$ cat config.mk
export PLATFORM = sky130hd
export DESIGN_NAME = pcrs_core
export DESIGN_NICKNAME = d
export VERILOG_FILES = /design/src/hdl/pcrs_pkg.sv /design/src/hdl/pcrs_core.sv
export SDC_FILE = /design/constraint.sdc
export NUM_CORES = 1
export LEC_CHECK = 0
export ABC_AREA = 1
export BUFFER_PORTS_ARGS = -buffer_cell sky130_fd_sc_hd__buf_2
export CAP_MARGIN = 30
export CORE_UTILIZATION = 55
export CTS_CLUSTER_DIAMETER = 200
export DETAILED_ROUTE_END_ITERATION = 8
export PLACE_DENSITY_LB_ADDON = 0.15
export SLEW_MARGIN = 20
export SYNTH_ARGS = -nofsm -noshare
export SYNTH_HDL_FRONTEND = slang
export SYNTH_SLANG_ARGS = --single-unit
$ cat constraint.sdc
create_clock -name mclk -period 5.8 [get_ports mclk]
set_input_delay 1.16 -clock mclk [delete_from_list [all_inputs] [get_ports mclk]]
set_output_delay 1.16 -clock mclk [all_outputs]
set_load 0.01 [all_outputs]
$ cat src/hdl/pcrs_pkg.sv
// constants and types for the program counter and return stack
// Summary of operation
// - 13-bit counter; low byte is a register software reads and writes.
// - counter bits 12..8 never software-visible; software writes them only through the high latch.
// - every reset clears the whole counter.
// - low-byte write loads counter bits 12..8 from latch bits 4..0.
// - call/jump takes top two counter bits from latch bits 4..3.
// - eight-entry return stack, 13 bits each, outside all address spaces.
// - stack pointer has no register access at all.
// - call and interrupt vectoring push the return address.
// - return, return-with-literal and return-from-interrupt pop into counter.
// - push and pop leave the high latch unchanged.
// - stack is circular; ninth push overwrites the first entry.
// - no overflow or underflow flag; wrap is silent.
// - fetch overlaps execute; each branch is followed by two dead fetch cycles.
// - 14-bit instruction fetched over its own bus in one cycle.
package pcrs_pkg;

  // ==========================================================
  // widths
  localparam int PCRS_PC_W    = 13;
  localparam int PCRS_INSN_W  = 14;
  localparam int PCRS_DEPTH   = 8;
  localparam int PCRS_SP_W    = 3;

  // ==========================================================
  // register map (byte addresses on the bus)
  localparam logic [3:0] PCRS_OFF_LOW   = 4'h0;
  localparam logic [3:0] PCRS_OFF_LATCH = 4'h4;
  localparam logic [3:0] PCRS_OFF_STAT  = 4'h8;
  localparam logic [7:0] PCRS_LATCH_RST = 8'h00;
  localparam logic [12:0] PCRS_PC_RST   = 13'h0000;
  localparam logic [12:0] PCRS_VECTOR   = 13'h0004;

  // ==========================================================
  // field positions
  localparam int PCRS_LATCH_PAGE_LSB = 3;
  localparam int PCRS_JUMP_ADDR_W    = 11;

  // ==========================================================
  // sequencing events from decode
  typedef enum logic [2:0] {
    PCRS_OP_SEQ    = 3'h0,
    PCRS_OP_JUMP   = 3'h1,
    PCRS_OP_CALL   = 3'h2,
    PCRS_OP_RET    = 3'h3,
    PCRS_OP_RETLIT = 3'h4,
    PCRS_OP_RETINT = 3'h5,
    PCRS_OP_IRQ    = 3'h6
  } pcrs_op_t;

  typedef struct packed {
    pcrs_op_t    op;
    logic [10:0] target;
  } pcrs_ctl_t;

  // pipeline state, gray along run -> flush -> run
  typedef enum logic [0:0] {
    PCRS_ST_RUN   = 1'b0,
    PCRS_ST_FLUSH = 1'b1
  } pcrs_state_t;

endpackage : pcrs_pkg

$ cat src/hdl/pcrs_core.sv
// program counter, high latch and circular return stack
`timescale 1ns/1ps
module pcrs_core
  import pcrs_pkg::*;
(
  input  wire logic                   mclk,
  input  wire logic                   rst_b,
  // avalon-mm slave
  input  wire logic [3:0]             avs_address,
  input  wire logic                   avs_read,
  input  wire logic                   avs_write,
  input  wire logic [31:0]            avs_writedata,
  output logic      [31:0]            avs_readdata,
  output logic                        avs_waitrequest,
  // decode side
  input  wire pcrs_ctl_t              ctl,
  input  wire logic                   ctl_valid,
  input  wire logic [PCRS_INSN_W-1:0] imem_rdata,
  output logic      [PCRS_PC_W-1:0]   imem_addr,
  output logic      [PCRS_INSN_W-1:0] insn,
  output logic                        insn_valid
);

  // ==========================================================
  // state
  logic [PCRS_PC_W-1:0] pc_reg, pc_next;
  logic [7:0]           latch_reg, latch_next;
  logic [PCRS_PC_W-1:0] stack_mem [PCRS_DEPTH];
  logic [PCRS_SP_W-1:0] sp_reg, sp_next;
  pcrs_state_t          st_reg, st_next;
  logic                 ack_reg;
  logic [31:0]          rdata_reg;
  logic [PCRS_INSN_W-1:0] insn_reg;
  logic                 ivalid_reg;

  function automatic logic [PCRS_PC_W-1:0] pc_inc(
    input logic [PCRS_PC_W-1:0] v);
    pc_inc = PCRS_PC_W'(v + 13'h0001);
  endfunction : pc_inc

  // ==========================================================
  // bus decode: one wait state, every access acked
  wire bus_req    = (avs_read | avs_write) & ~ack_reg;
  wire wr_low     = bus_req & avs_write & (avs_address == PCRS_OFF_LOW);
  wire wr_latch   = bus_req & avs_write & (avs_address == PCRS_OFF_LATCH);
  wire is_op      = ctl_valid & (st_reg == PCRS_ST_RUN);
  wire do_push    = is_op & (ctl.op == PCRS_OP_CALL ||
                             ctl.op == PCRS_OP_IRQ);
  wire do_pop     = is_op & (ctl.op == PCRS_OP_RET ||
                             ctl.op == PCRS_OP_RETLIT ||
                             ctl.op == PCRS_OP_RETINT);
  wire do_jump    = is_op & (ctl.op == PCRS_OP_JUMP ||
                             ctl.op == PCRS_OP_CALL);
  wire do_irq     = is_op & (ctl.op == PCRS_OP_IRQ);
  wire [PCRS_SP_W-1:0] sp_top = PCRS_SP_W'(sp_reg - 3'h1);
  // page bits from latch, rest from the instruction field
  wire [PCRS_PC_W-1:0] jump_pc =
    {latch_reg[4:PCRS_LATCH_PAGE_LSB], ctl.target};
  // low write: upper bits from latch 4..0, pointer wrap unflagged
  wire [PCRS_PC_W-1:0] low_pc =
    {latch_reg[4:0], avs_writedata[7:0]};
  wire redirect   = wr_low | do_jump | do_pop | do_irq;

  wire [31:0] rd_mux =
    (avs_address == PCRS_OFF_LOW)   ? {24'h000000, pc_reg[7:0]} :
    (avs_address == PCRS_OFF_LATCH) ? {24'h000000, latch_reg} :
    (avs_address == PCRS_OFF_STAT)  ? {31'h00000000, st_reg} :
                                      32'h00000000;

  // ==========================================================
  // next-state
  always_comb begin
    pc_next    = pc_reg;
    sp_next    = sp_reg;
    st_next    = PCRS_ST_RUN;
    latch_next = wr_latch ? avs_writedata[7:0] : latch_reg;
    // bus write to the low byte wins over a decode event
    if (wr_low) begin
      pc_next = low_pc;
    end else if (do_irq) begin
      pc_next = PCRS_VECTOR;
    end else if (do_jump) begin
      pc_next = jump_pc;
    end else if (do_pop) begin
      pc_next = stack_mem[sp_top];
    end else begin
      pc_next = pc_inc(pc_reg);
    end
    if (do_push & ~wr_low) begin
      sp_next = PCRS_SP_W'(sp_reg + 3'h1);
    end else if (do_pop & ~wr_low) begin
      sp_next = sp_top;
    end
    if (redirect) begin
      st_next = PCRS_ST_FLUSH;
    end
    case (st_reg)
      PCRS_ST_RUN:   ;
      PCRS_ST_FLUSH: ;
      default:       st_next = PCRS_ST_RUN;
    endcase
  end

  // ==========================================================
  // registers
  always_ff @(posedge mclk or negedge rst_b) begin
    if (!rst_b) begin
      pc_reg    <= PCRS_PC_RST;
      latch_reg <= PCRS_LATCH_RST;
      sp_reg    <= '0;
      st_reg    <= PCRS_ST_RUN;
    end else begin
      pc_reg    <= pc_next;
      latch_reg <= latch_next;
      sp_reg    <= sp_next;
      st_reg    <= st_next;
    end
  end

  // return address is the already-incremented fetch address
  always_ff @(posedge mclk) begin
    if (do_push & ~wr_low) begin
      stack_mem[sp_reg] <= pc_reg;
    end
  end

  // fetched words are dropped in the two cycles after a redirect
  always_ff @(posedge mclk or negedge rst_b) begin
    if (!rst_b) begin
      insn_reg   <= '0;
      ivalid_reg <= 1'b0;
    end else begin
      insn_reg   <= imem_rdata;
      ivalid_reg <= ~redirect & (st_reg == PCRS_ST_RUN);
    end
  end

  always_ff @(posedge mclk or negedge rst_b) begin
    if (!rst_b) begin
      ack_reg   <= 1'b0;
      rdata_reg <= '0;
    end else begin
      ack_reg   <= bus_req;
      rdata_reg <= rd_mux;
    end
  end

  assign imem_addr       = pc_reg;
  assign insn            = insn_reg;
  assign insn_valid      = ivalid_reg;
  assign avs_readdata    = rdata_reg;
  assign avs_waitrequest = ~ack_reg;

  // ==========================================================
  // checks
  AST_RESET_PC: assert property (@(posedge mclk)
    $rose(rst_b) |-> pc_reg == PCRS_PC_RST)
    else $error("counter not cleared by reset");

  AST_LOW_WRITE: assert property (@(posedge mclk) disable iff (!rst_b)
    wr_low |=> pc_reg == {$past(latch_reg[4:0]), $past(avs_writedata[7:0])})
    else $error("low write did not load page from latch");

  AST_JUMP_PAGE: assert property (@(posedge mclk) disable iff (!rst_b)
    (do_jump & ~wr_low & ~do_irq) |=> pc_reg[12:11] == $past(latch_reg[4:3]))
    else $error("jump page bits wrong");

  AST_SEQ_INC: assert property (@(posedge mclk) disable iff (!rst_b)
    ~redirect |=> pc_reg == pc_inc($past(pc_reg)))
    else $error("counter did not increment");

  // pushed word lands at the old pointer, popped word from the old top
  AST_PUSH_STORE: assert property (@(posedge mclk) disable iff (!rst_b)
    (do_push & ~wr_low) |=> stack_mem[$past(sp_reg)] == $past(pc_reg))
    else $error("push did not store return address");

  AST_PUSH_POP: assert property (@(posedge mclk) disable iff (!rst_b)
    (do_pop & ~wr_low) |=> pc_reg == $past(stack_mem[sp_top]))
    else $error("pop did not load top entry");

  AST_LATCH_KEEP: assert property (@(posedge mclk) disable iff (!rst_b)
    ((do_push | do_pop) & ~wr_latch) |=> $stable(latch_reg))
    else $error("stack op changed latch");

  AST_SP_WRAP: assert property (@(posedge mclk) disable iff (!rst_b)
    (do_push & ~wr_low & sp_reg == 3'h7) |=> sp_reg == 3'h0)
    else $error("stack pointer did not wrap");

  AST_FLUSH: assert property (@(posedge mclk) disable iff (!rst_b)
    redirect |=> !insn_valid ##1 !insn_valid)
    else $error("fetched word not flushed");

  AST_BUS_ACK: assert property (@(posedge mclk) disable iff (!rst_b)
    bus_req |=> !avs_waitrequest ##1 avs_waitrequest)
    else $error("bus answer timing wrong");

  // ==========================================================
  // further checks on vectoring, pointer, latch, fetch, flush and read path
  AST_IRQ_VECTOR: assert property (@(posedge mclk) disable iff (!rst_b)
    (do_irq & ~wr_low) |=> pc_reg == PCRS_VECTOR)
    else $error("interrupt did not reach the vector");

  AST_PUSH_SP: assert property (@(posedge mclk) disable iff (!rst_b)
    (do_push & ~wr_low) |=> sp_reg == PCRS_SP_W'($past(sp_reg) + 3'h1))
    else $error("push did not advance pointer");

  AST_POP_SP: assert property (@(posedge mclk) disable iff (!rst_b)
    (do_pop & ~wr_low) |=> sp_reg == $past(sp_top))
    else $error("pop did not retreat pointer");

  // a low-byte write drops the event, so the pointer must hold
  AST_LOW_WINS: assert property (@(posedge mclk) disable iff (!rst_b)
    (wr_low & (do_push | do_pop)) |=> $stable(sp_reg))
    else $error("dropped event moved the pointer");

  AST_LATCH_WRITE: assert property (@(posedge mclk) disable iff (!rst_b)
    wr_latch |=> latch_reg == $past(avs_writedata[7:0]))
    else $error("latch write lost");

  AST_INSN_PIPE: assert property (@(posedge mclk) disable iff (!rst_b)
    1'b1 |=> insn == $past(imem_rdata))
    else $error("fetched word not registered");

  AST_ONE_FLUSH: assert property (@(posedge mclk) disable iff (!rst_b)
    (st_reg == PCRS_ST_FLUSH & ~redirect) |=> st_reg == PCRS_ST_RUN)
    else $error("flush lasted too long");

  AST_READ_LOW: assert property (@(posedge mclk) disable iff (!rst_b)
    (bus_req & avs_read & avs_address == PCRS_OFF_LOW)
      |=> avs_readdata == {24'h000000, $past(pc_reg[7:0])})
    else $error("low byte read wrong");

  AST_READ_UPPER: assert property (@(posedge mclk) disable iff (!rst_b)
    (bus_req & avs_read) |=> avs_readdata[31:8] == 24'h000000)
    else $error("read upper bits not zero");

  AST_RESET_VALID: assert property (@(posedge mclk)
    $rose(rst_b) |-> !insn_valid)
    else $error("fetch valid right after reset");

endmodule : pcrs_core

Word level (Yosys, flattened, before mapping)
Memories as Yosys holds them, arrays and structs flattened.
Index checks and enable logic that the tools add are counted.
Widths: inputs -> output; s select.
- bits in registers: 49
- latch bits: 0
- bits in writable memories: 104
- memory bits (read-only): 0
- input port bits: 69
- output and inout port bits: 61
- word-level logic and storage cells: 58
- memories kept: 1
- memories (name ; words ; width ; read ports ; clocked after Yosys merged registers in ; write ports ; RTL line ; RTL):
    stack_mem ; 8 ; 13 ; 1 ; 0 ; 1 ; pcrs_core.sv:28 ; logic [PCRS_PC_W-1:0] stack_mem [PCRS_DEPTH];
- $add $sub $neg: 3
- multiply operators: 0
- divide/modulo/power cells: 0
- order comparisons: 0
- equal/unequal tests: 8
- shift operators: 0
- mux-type cells: 12
- bitwise gates (word level): 20
- reduce and logical (&&, ||, !) cells: 6
- operators with widths (operator ; count):
    $mux 13 ; 4
    $mux 8 ; 2
    $add 13x1->13 const B ; 1
    $and 1x1->1 ; 12
    $eq 3x3->1 const B ; 3
    $eq 3x2->1 const B ; 2
    $mux 3 ; 2
    $eq 4x3->1 const B ; 1
    $eq 4x4->1 const B ; 1
    $logic_not 4->1 ; 1
    $logic_or 1x1->1 ; 4
    $mux 1 ; 4
    $not 1->1 ; 4
    $or 1x1->1 ; 4
    $add 3x1->3 const B ; 1
    $eq 3x1->1 const B ; 1
    $sub 3x1->3 const B ; 1
    $reduce_bool 2->1 ; 1

Longest topological paths before layout
Gate-level depths: netlist of the first run.
- word-level depth: 9
- gate-level depth with buffers: 12

Worst setup path before layout of the first run
OpenSTA, ideal clock, no wires.
- kind: input port to flip-flop
- start point: input port avs_address[3]
- end point: memory stack_mem[2][0], enable pin
- data arrival time: 2677 ps
- path slack: 2724 ps
- cell stages on the path: 8
- buffers on the path: 0
- cells stage by stage: nor2_1 -> nand2_2 -> inv_4 -> nand2_8 -> inv_8 -> nor2_8 -> nand2_1 -> nor3_1
- cells in the longest elaborated chain, start to end: 6
- RTL lines (element ; RTL line ; RTL):
    from (decl) ; pcrs_core.sv:9 ; input wire logic [3:0] avs_address,
    $logic_not 4->1 ; pcrs_core.sv:44 ; wire wr_low = bus_req & avs_write & (avs_address == PCRS_OFF_LOW);
    $and 1x1->1 ; pcrs_core.sv:44 ;
    $not 1->1 ; pcrs_core.sv:122 ; if (do_push & ~wr_low) begin
    $and 1x1->1 ; pcrs_core.sv:122 ;
    $mux 1 ; pcrs_core.sv:122 ;
    $mux 1 (implied by the code) ; pcrs_core.sv:123 ; stack_mem[sp_reg] <= pc_reg;
    to (decl) ; pcrs_core.sv:28 ;
No other way between the ends.

Final worst setup path of the first run
- start point: register sp_reg[0]
- end point: register pc_reg[1] (netlist: imem_addr[1])
- cells in the longest elaborated chain, start to end: 6
- RTL lines (element ; RTL line ; RTL):
    from (decl) ; pcrs_core.sv:29 ; logic [PCRS_SP_W-1:0] sp_reg, sp_next;
    from (signal assigned) ; pcrs_core.sv:115 ; sp_reg <= sp_next;
    $sub 3x1->3 ; pcrs_core.sv:55 ; wire [PCRS_SP_W-1:0] sp_top = PCRS_SP_W'(sp_reg - 3'h1);
    $mem_v2 8x13 ; n/a ;
    $mux 13 ; pcrs_core.sv:84 ; end else if (do_pop) begin
    $mux 13 ; pcrs_core.sv:82 ; end else if (do_jump) begin
    $mux 13 ; pcrs_core.sv:80 ; end else if (do_irq) begin
    $mux 13 ; pcrs_core.sv:78 ; if (wr_low) begin
    named net pc_next[1] ; pcrs_core.sv:26 ; logic [PCRS_PC_W-1:0] pc_reg, pc_next;
    to (signal assigned) ; pcrs_core.sv:113 ; pc_reg <= pc_next;
    to (decl) ; pcrs_core.sv:26 ;
The timed path passes the listed nets, and every way through them passes these cells.
A chain may end at the register's enable or synchronous reset.

==> results of run 1 <==
-- layout make-up --
cell class | count | share of cell area [%]
flip-flops and latches | 153 | 55.5
well taps | 147 | 2.35
clock buffers | 19 | 5.53
repair buffers | 94 | 6.83
multi-input cells | 416 | 25.3
inverters | 43 | 2.22
clock inverters | 13 | 2.25
-- synthesized netlist by cell type (2+ instances only) --
| master | n | area (um^2) |
|---|---|---|
| edfxtp_1 | 104 | 3120 |
| dfrtp_1 | 49 | 1230 |
| o22ai_1 | 2 | 12.5 |
| buf_2 | 14 | 70.1 |
| nor3_1 | 5 | 25.0 |
| or2_2 | 2 | 12.5 |
| nor2_1 | 40 | 150 |
| nand3_1 | 96 | 480 |
| inv_2 | 6 | 22.5 |
| nand2_2 | 2 | 12.5 |
| mux2_2 | 2 | 22.5 |
| nand2_1 | 168 | 631 |
| inv_1 | 33 | 124 |
| xor2_1 | 4 | 35.0 |
| nand4_1 | 3 | 18.8 |
| o21ai_1 | 12 | 60.1 |
| inv_4 | 2 | 12.5 |
| ha_1 | 3 | 37.5 |
| nor2_4 | 5 | 56.3 |
| o21ai_0 | 17 | 85.1 |
| buf_1 | 2 | 7.51 |
| buf_4 | 29 | 218 |
| nor2_2 | 3 | 18.8 |
| a21oi_1 | 17 | 85.1 |
-- per-layer routing --
layer	up-vias	part of all wire, %	global-route usage, %
li1	2274	-	-
met1	2268	41	33.2
met2	198	50	43.0
met3	17	7.3	5.40
met4	0	1.1	7.82
met5	-	0	0
-- cells by family (layout without fill, tap and decap cells) --
family / Yosys count / count (layout)
simple gates: 328 / 328
flops: 153 / 153
buf+inv: 90 / 169
compound gates: 53 / 53
xor+xnor: 6 / 6
fa+ha+maj: 3 / 3
mux: 2 / 2
other cells: 1 / 24
-- report_power, final --
part	internal (mW)	switching, mW
registers	1.38	0.205
logic	0.426	0.844
clock network	0.717	0.424
total	2.53	1.47
-- placed cells by master (no fill, tap or decap), types with 4 or more instances in the layout --
cell type  netlist  final
nor2_1          40     40
buf_2           14     81
clkbuf_16        0     17
conb_1           1     24
o21ai_1         12     12
inv_1           33     33
edfxtp_1       104    104
nand3_1         96     96
buf_4           29     11
nand2_1        168    168
bufinv_16        0      4
nor2_4           5      5
o21ai_0         17     17
xor2_1           4      4
dfrtp_1         49     49
inv_2            6      6
a21oi_1         17     17
-- critical path: cells and delay by family, from the launching register on --
family,cells,cell delay [ns]
DFF,1,0.32
and+or+nand+nor,4,0.35
adders and majority gates,1,0.40
AOI/OAI and AO/OA,3,0.36
buffers and inverters,5,1.76
-- worst paths after layout --
| kind | startpoint | endpoint | slack (ns) | depth (start not counted) |
|---|---|---|---|---|
| max in group asynchronous | rst_b | imem_addr[9]$_DFF_PN0_ | 4.51 | 2 |
| setup / recovery | sp_reg[0]$_DFFE_PN0P_ | imem_addr[1]$_DFF_PN0_ | 2.51 | 13 |
| setup reg to reg | sp_reg[0]$_DFFE_PN0P_ | imem_addr[1]$_DFF_PN0_ | 2.51 | 13 |
| hold / removal | st_reg$_DFF_PN0_ | insn_valid$_DFF_PN0_ | 0.45 | 1 |
| min in group asynchronous | rst_b | avs_readdata[0]$_DFF_PN0_ | 0.73 | 1 |
| hold reg to reg | st_reg$_DFF_PN0_ | insn_valid$_DFF_PN0_ | 0.45 | 1 |
-- metrics by stage --
step                instances  area, um^2  hold WS, ns  worst slack [ns]
floorplan                 659        6810        0.421              2.72
global placement          851        7180        0.430              2.32
detailed placement        852        7200        0.436              2.25
CTS                       884        7810        0.446              2.24
global route              885        7840        0.457              2.29
finish                    885        7840        0.446              2.51
==> impl_results.md, run 1 <==
- Status: finished clean
- Synthesized flop and latch total: 153
- Share of cells above drive strength 1: a little over a fifth
- Reg area: approximately 0.0043 mm^2
- Root buf cell: clkbuf_16
- Critical path data required time: a little over 6 ns
- Vias in the first global route: about 4.6k
- Post-layout util: 65.5%
- Worst min-delay path class: reg -> reg
- Yosys cell types: 40
- Top cell by count, worst path: nand2_1
- Worst slew margin: ~49%
- Num CTS Buffers: 17
- Initial Util: between 50% and 60%
- Drt first pass iters: 6
- Pleak: approximately 3.4 nW
- Count of pins over their slew limit: 0
- RSZ-0062 raised after global routing: false
- P&R area growth vs syn: 16.6%
- Clock-pin slew of the registers on the worst-case setup and hold paths: about 0.060 ns
- Initial antenna violation count: 0
- Synth warnings: 0
- CTS Hold Buffers Added: 0
- PortBufs: 81
- GRT Total Usage: between 20% and 30%
- IO Count: 130
- Synth Area in Simple Gates: a little over a fifth
- Slowest cell on crit path: buf_4
- Number of flip-flops in the largest register: about 100
- Sequential share of the synthesized area: 64.7%
- Post-synthesis mux area share: less than 1%
- Post-cts gate resize count: 0
- Via count: roughly 4.8k
- Total gr overflow: 0
- Fin crit period: between 3 and 4 ns
- Multi-input gate area: just under 0.002 mm^2
- MaxCap Viol Count: 0
- Post-CTS setup buffer count: 0
- Die area: roughly 0.013 mm^2
- FILL cells: 906
- Core Area: roughly 0.012 mm^2
- Global-route wire length before repair: ~24000 um
- Worst-Skew Late Latency: between 0.4 and 0.5 ns
- Row cnt: 40
- Pwr per Cell Area: ~510 mW/mm^2
- CP Class: reg -> reg
- Max Fclk: about 0.30 GHz
- Adder-cell share of the synthesized area: less than 1%
- Synth Area in Compound Gates: 4.38%
- Overall power: roughly 4.0 mW
- Max IR drop VDD: roughly 0.24 mV
- Clock Sinks: roughly 150
- Clk buf depth: 2
- CP Cell Sequence: buf_4 -> inv_4 -> ha_1 -> buf_4 -> inv_1 -> buf_16 -> nand2_1 -> a21oi_1 -> o21ai_0 -> o21ai_0 -> nand2_1 -> nand2_1 -> nand2_1
- Vias per inst: 5.38
- Period Utilization, post-route: a little under three fifths
- Diodes inserted: 0
- Synth Area per Inst: between 10 and 15 um^2
- Ys flop type: edfxtp_1
- Post-synth ARST share: about 32%
- Die width: about 110 um
- Remaining DRCs: 0
- CP Capture Type: flip-flop
- Critical-path maximum fanout: between 50 and 60
- Final setup fails: 0
- Cells after Synth: about 640
- Nets: 797
- Drt wl/cell: roughly 17 um
- Worst path max stage delay: 0.50 ns
- CTS tree: done
- Dpl hpwl: around 9500 um
- Final ANT Viol Nets: 0
- Largest net degree at the start of global routing: 56
- TNS Setup: 0 ns
- Xor/xnor share of the synthesized area: less than 1%
- DIE HEIGHT: around 110 um
- H-tree depth: 4
- Final hold viol count: 0
- DR iter-0 viols: approximately 450
- Element type at the critical path start: flip-flop
- Netlist Area Pre-Place: slightly below 0.007 mm^2
- DRT Wirelength: about 15000 um
- Worst EP arrival: 3.65 ns
- GP Congestion: between 0.8 and 0.9
- Largest family of logic cells by synthesized area: simple AND/OR/NAND/NOR gates
- Slew @ Worst Pin: 0.770 ns
- Post-synth EDFFs: about 100
- Layout Skew: roughly 0.012 ns
No activity file was read; power rests on OpenSTA's default activity.
==> inputs of run 2 (changes only) <==
Settings changed: CORE_UTILIZATION 55 to 50.
Clock period 5.8 ns to 2.9 ns, I/O delays scaled along.
==> run 2 against run 1 <==
  * Global-route usage decreased by 2.1 points
  * Die area up 9.8%
  * Sequential cell count stayed put
  * Sequential share of layout area fell by 0.22 points
  * Combinational power increased by 100%
  * Count of clock-buffer cells in the layout unchanged
  * Design area is 0.40% higher
  * Core utilization decreased by 4.4 points
  * Via count about the same
  * Critical endpoint is now imem_addr[11]$_DFF_PN0_
  * Largest cell class unchanged
==> impl_results.md, run 2 (synthesis results as in run 1) <==
- Cells after DPL: 888 (+4.2%)
- Core Area: 0.0129 mm^2 (+7.6%)
- Status: finished clean
- Final setup fails: 0 (unchanged)
- H-tree depth: 4 (unchanged)
- Worst EP arrival: 2.53 ns (-1.12 ns)
- Worst min-delay path class: in -> async
- Non-Filler Instances: 920 (+4.0%)
- Diodes inserted: 0 (unchanged)
- Root buf cell: clkbuf_16
- Post-cts gate resize count: 0 (unchanged)
- CTS Hold Buffers Added: 0 (unchanged)
- Top cell by count, worst path: nand3_1
- Post-Place Setup Slack: 0.711 ns (-1.54 ns)
- Via count: 4760 (+0.063%)
- Die width: 118 um (+4.8%)
- Slowest cell on crit path: xnor2_1
- Worst path max stage delay: 0.57 ns (+0.07 ns)
- Most frequent cells in the layout: nand2_1, edfxtp_1, nand3_1
- Critical-path maximum fanout: 7 (-87%)
- Num CTS Buffers: 17 (unchanged)
- Post-layout util: 61.1% (-4.4 points)
- Vias in the first global route: 4680 (+1.3%)
- DIE HEIGHT: 118 um (+4.8%)
- Clk buf depth: 2 (unchanged)
- Total gr overflow: 0 (unchanged)
- PortBufs: 81 (unchanged)
- Element type at the critical path start: flip-flop
- Pwr per Cell Area: 1000 mW/mm^2 (+96%)
- Max Fclk: 0.453 GHz (+49%)
- MaxCap Viol Count: 0 (unchanged)
- Global-route wire length before repair: 24400 um (+1.9%)
- DRT Wirelength: 14900 um (-3.1%)
- Initial antenna violation count: 0 (unchanged)
- GRT Total Usage: 23.3% (-2.1 points)
- Dpl hpwl: 10100 um (+6.2%)
- TNS Setup: 0 ns (unchanged)
- Drt first pass iters: 6 (unchanged)
- Slew @ Worst Pin: 0.780 ns (+0.00990 ns)
- Clock-pin slew of the registers on the worst-case setup and hold paths: 0.06 ns (about the same)
- Number of flip-flops in the largest register: 104 (unchanged)
- GP Congestion: 0.867 (-2.3%)
- Clock Sinks: 153 (unchanged)
- Share of cells above drive strength 1: 21.3% (+0.39 points)
- FILL cells: 1064 (+17%)
- P&R area growth vs syn: 17.1%
- Max IR drop VDD: 0.462 mV (+96%)
- Nets: 807 (+1.3%)
- Row cnt: 41 (+2.5%)
- IO Count: 130 (unchanged)
- Count of pins over their slew limit: 0 (unchanged)
- Worst-Skew Late Latency: 0.43 ns (about the same)
- Layout Skew: 0.00659 ns (-0.00525 ns)
- Final ANT Viol Nets: 0 (unchanged)
- Final WS setup: 0.690 ns (-1.82 ns)
- CP Class: reg -> reg
- Worst slew margin: 48.0% (-0.62 points)
- CP Cell Sequence: inv_1 -> ha_1 -> xnor2_1 -> buf_4 -> nand3_1 -> nand3_1 -> nand3_1 -> nand2_1 -> nand2_1
- RSZ-0062 raised after global routing: false
- Critical path data required time: 3.22 ns (-2.94 ns)
- Period Utilization, post-route: 76.2% (+20 points)
- Pleak: 3.37 nW (+0.47%)
- CP Capture Type: flip-flop
- Drt wl/cell: 16.2 um (-6.8%)
- CTS tree: done
- Post-CTS setup buffer count: 0 (unchanged)
- Remaining DRCs: 0 (unchanged)
- Vias per inst: 5.17 (-3.7%)
- DR iter-0 viols: 319 (-29%)
- Commonest non-fill, non-tap cell in the layout: nand2_1
- Largest net degree at the start of global routing: 55 (-1.8%)
- Initial Util: 52.2% (-4.0 points)
- Fin crit period: 2.21 ns (-1.08 ns)
- Die area: 0.0139 mm^2 (+9.8%)
- Final hold viol count: 0 (unchanged)
run 2: cell types whose count changed in the layout (fill, tap and decap cells not counted), sizes merged:
cell / previous run / this run
buf: 94 / 104
clkinv: 8 / 10
bufinv: 4 / 3
inv: 43 / 42
run 2: final cells by class:
type	count	area, um^2	share of cell area (%)
well taps	172	215	2.74
clock buffers	19	433	5.50
flip-flops and latches	153	4350	55.3
multi-input cells	416	1980	25.2
repair buffers	104	578	7.35
clock inverters	13	134	1.70
inverters	43	174	2.21
run 2: routing by layer:
layer / wire length (um) / vias up / GRT usage (%)
li1: - / 2295 / -
met1: 6660 / 2261 / 32.3
met2: 7100 / 186 / 36.1
met3: 921 / 18 / 4.94
met4: 207 / 0 / 9.05
met5: 0 / - / 0
run 2: power by group:
| part | switching [mW] | internal [mW] | total [mW] |
|---|---|---|---|
| clock | 0.812 | 1.33 | 2.14 |
| sequential | 0.362 | 2.77 | 3.13 |
| combinational | 1.75 | 0.855 | 2.60 |
run 2: path summary, 6_finish.rpt:
path                       slack, ns             startpoint                       to  depth (start not counted)
setup / recovery                0.69  sp_reg[1]$_DFFE_PN0P_  imem_addr[11]$_DFF_PN0_                          9
hold / removal                  0.23                  rst_b        ack_reg$_DFF_PN0_                          1
setup reg to reg                0.69  sp_reg[1]$_DFFE_PN0P_  imem_addr[11]$_DFF_PN0_                          9
hold reg to reg                 0.45       st_reg$_DFF_PN0_     insn_valid$_DFF_PN0_                          1
max in group asynchronous       1.96                  rst_b   imem_addr[9]$_DFF_PN0_                          2
min in group mclk               0.26          imem_rdata[9]        insn[9]$_DFF_PN0_                          1
run 2: critical path: cells and delay by family (launching register included):
family / cells / cell delay (ns)
xor gates and xnor gates: 1 / 0.57
adders and majority gates: 1 / 0.25
buffers and inverters: 2 / 0.38
DFF: 1 / 0.41
and+or+nand+nor: 5 / 0.49
run 2: stage by stage:
step	hold slack [ns]	area (um^2)	total power, mW
floorplan	0.284	6810	4.85
global placement	0.441	7290	5.70
detailed placement	0.446	7300	5.78
CTS	0.243	7870	7.92
global route	0.237	7870	8.39
finish	0.233	7870	7.87
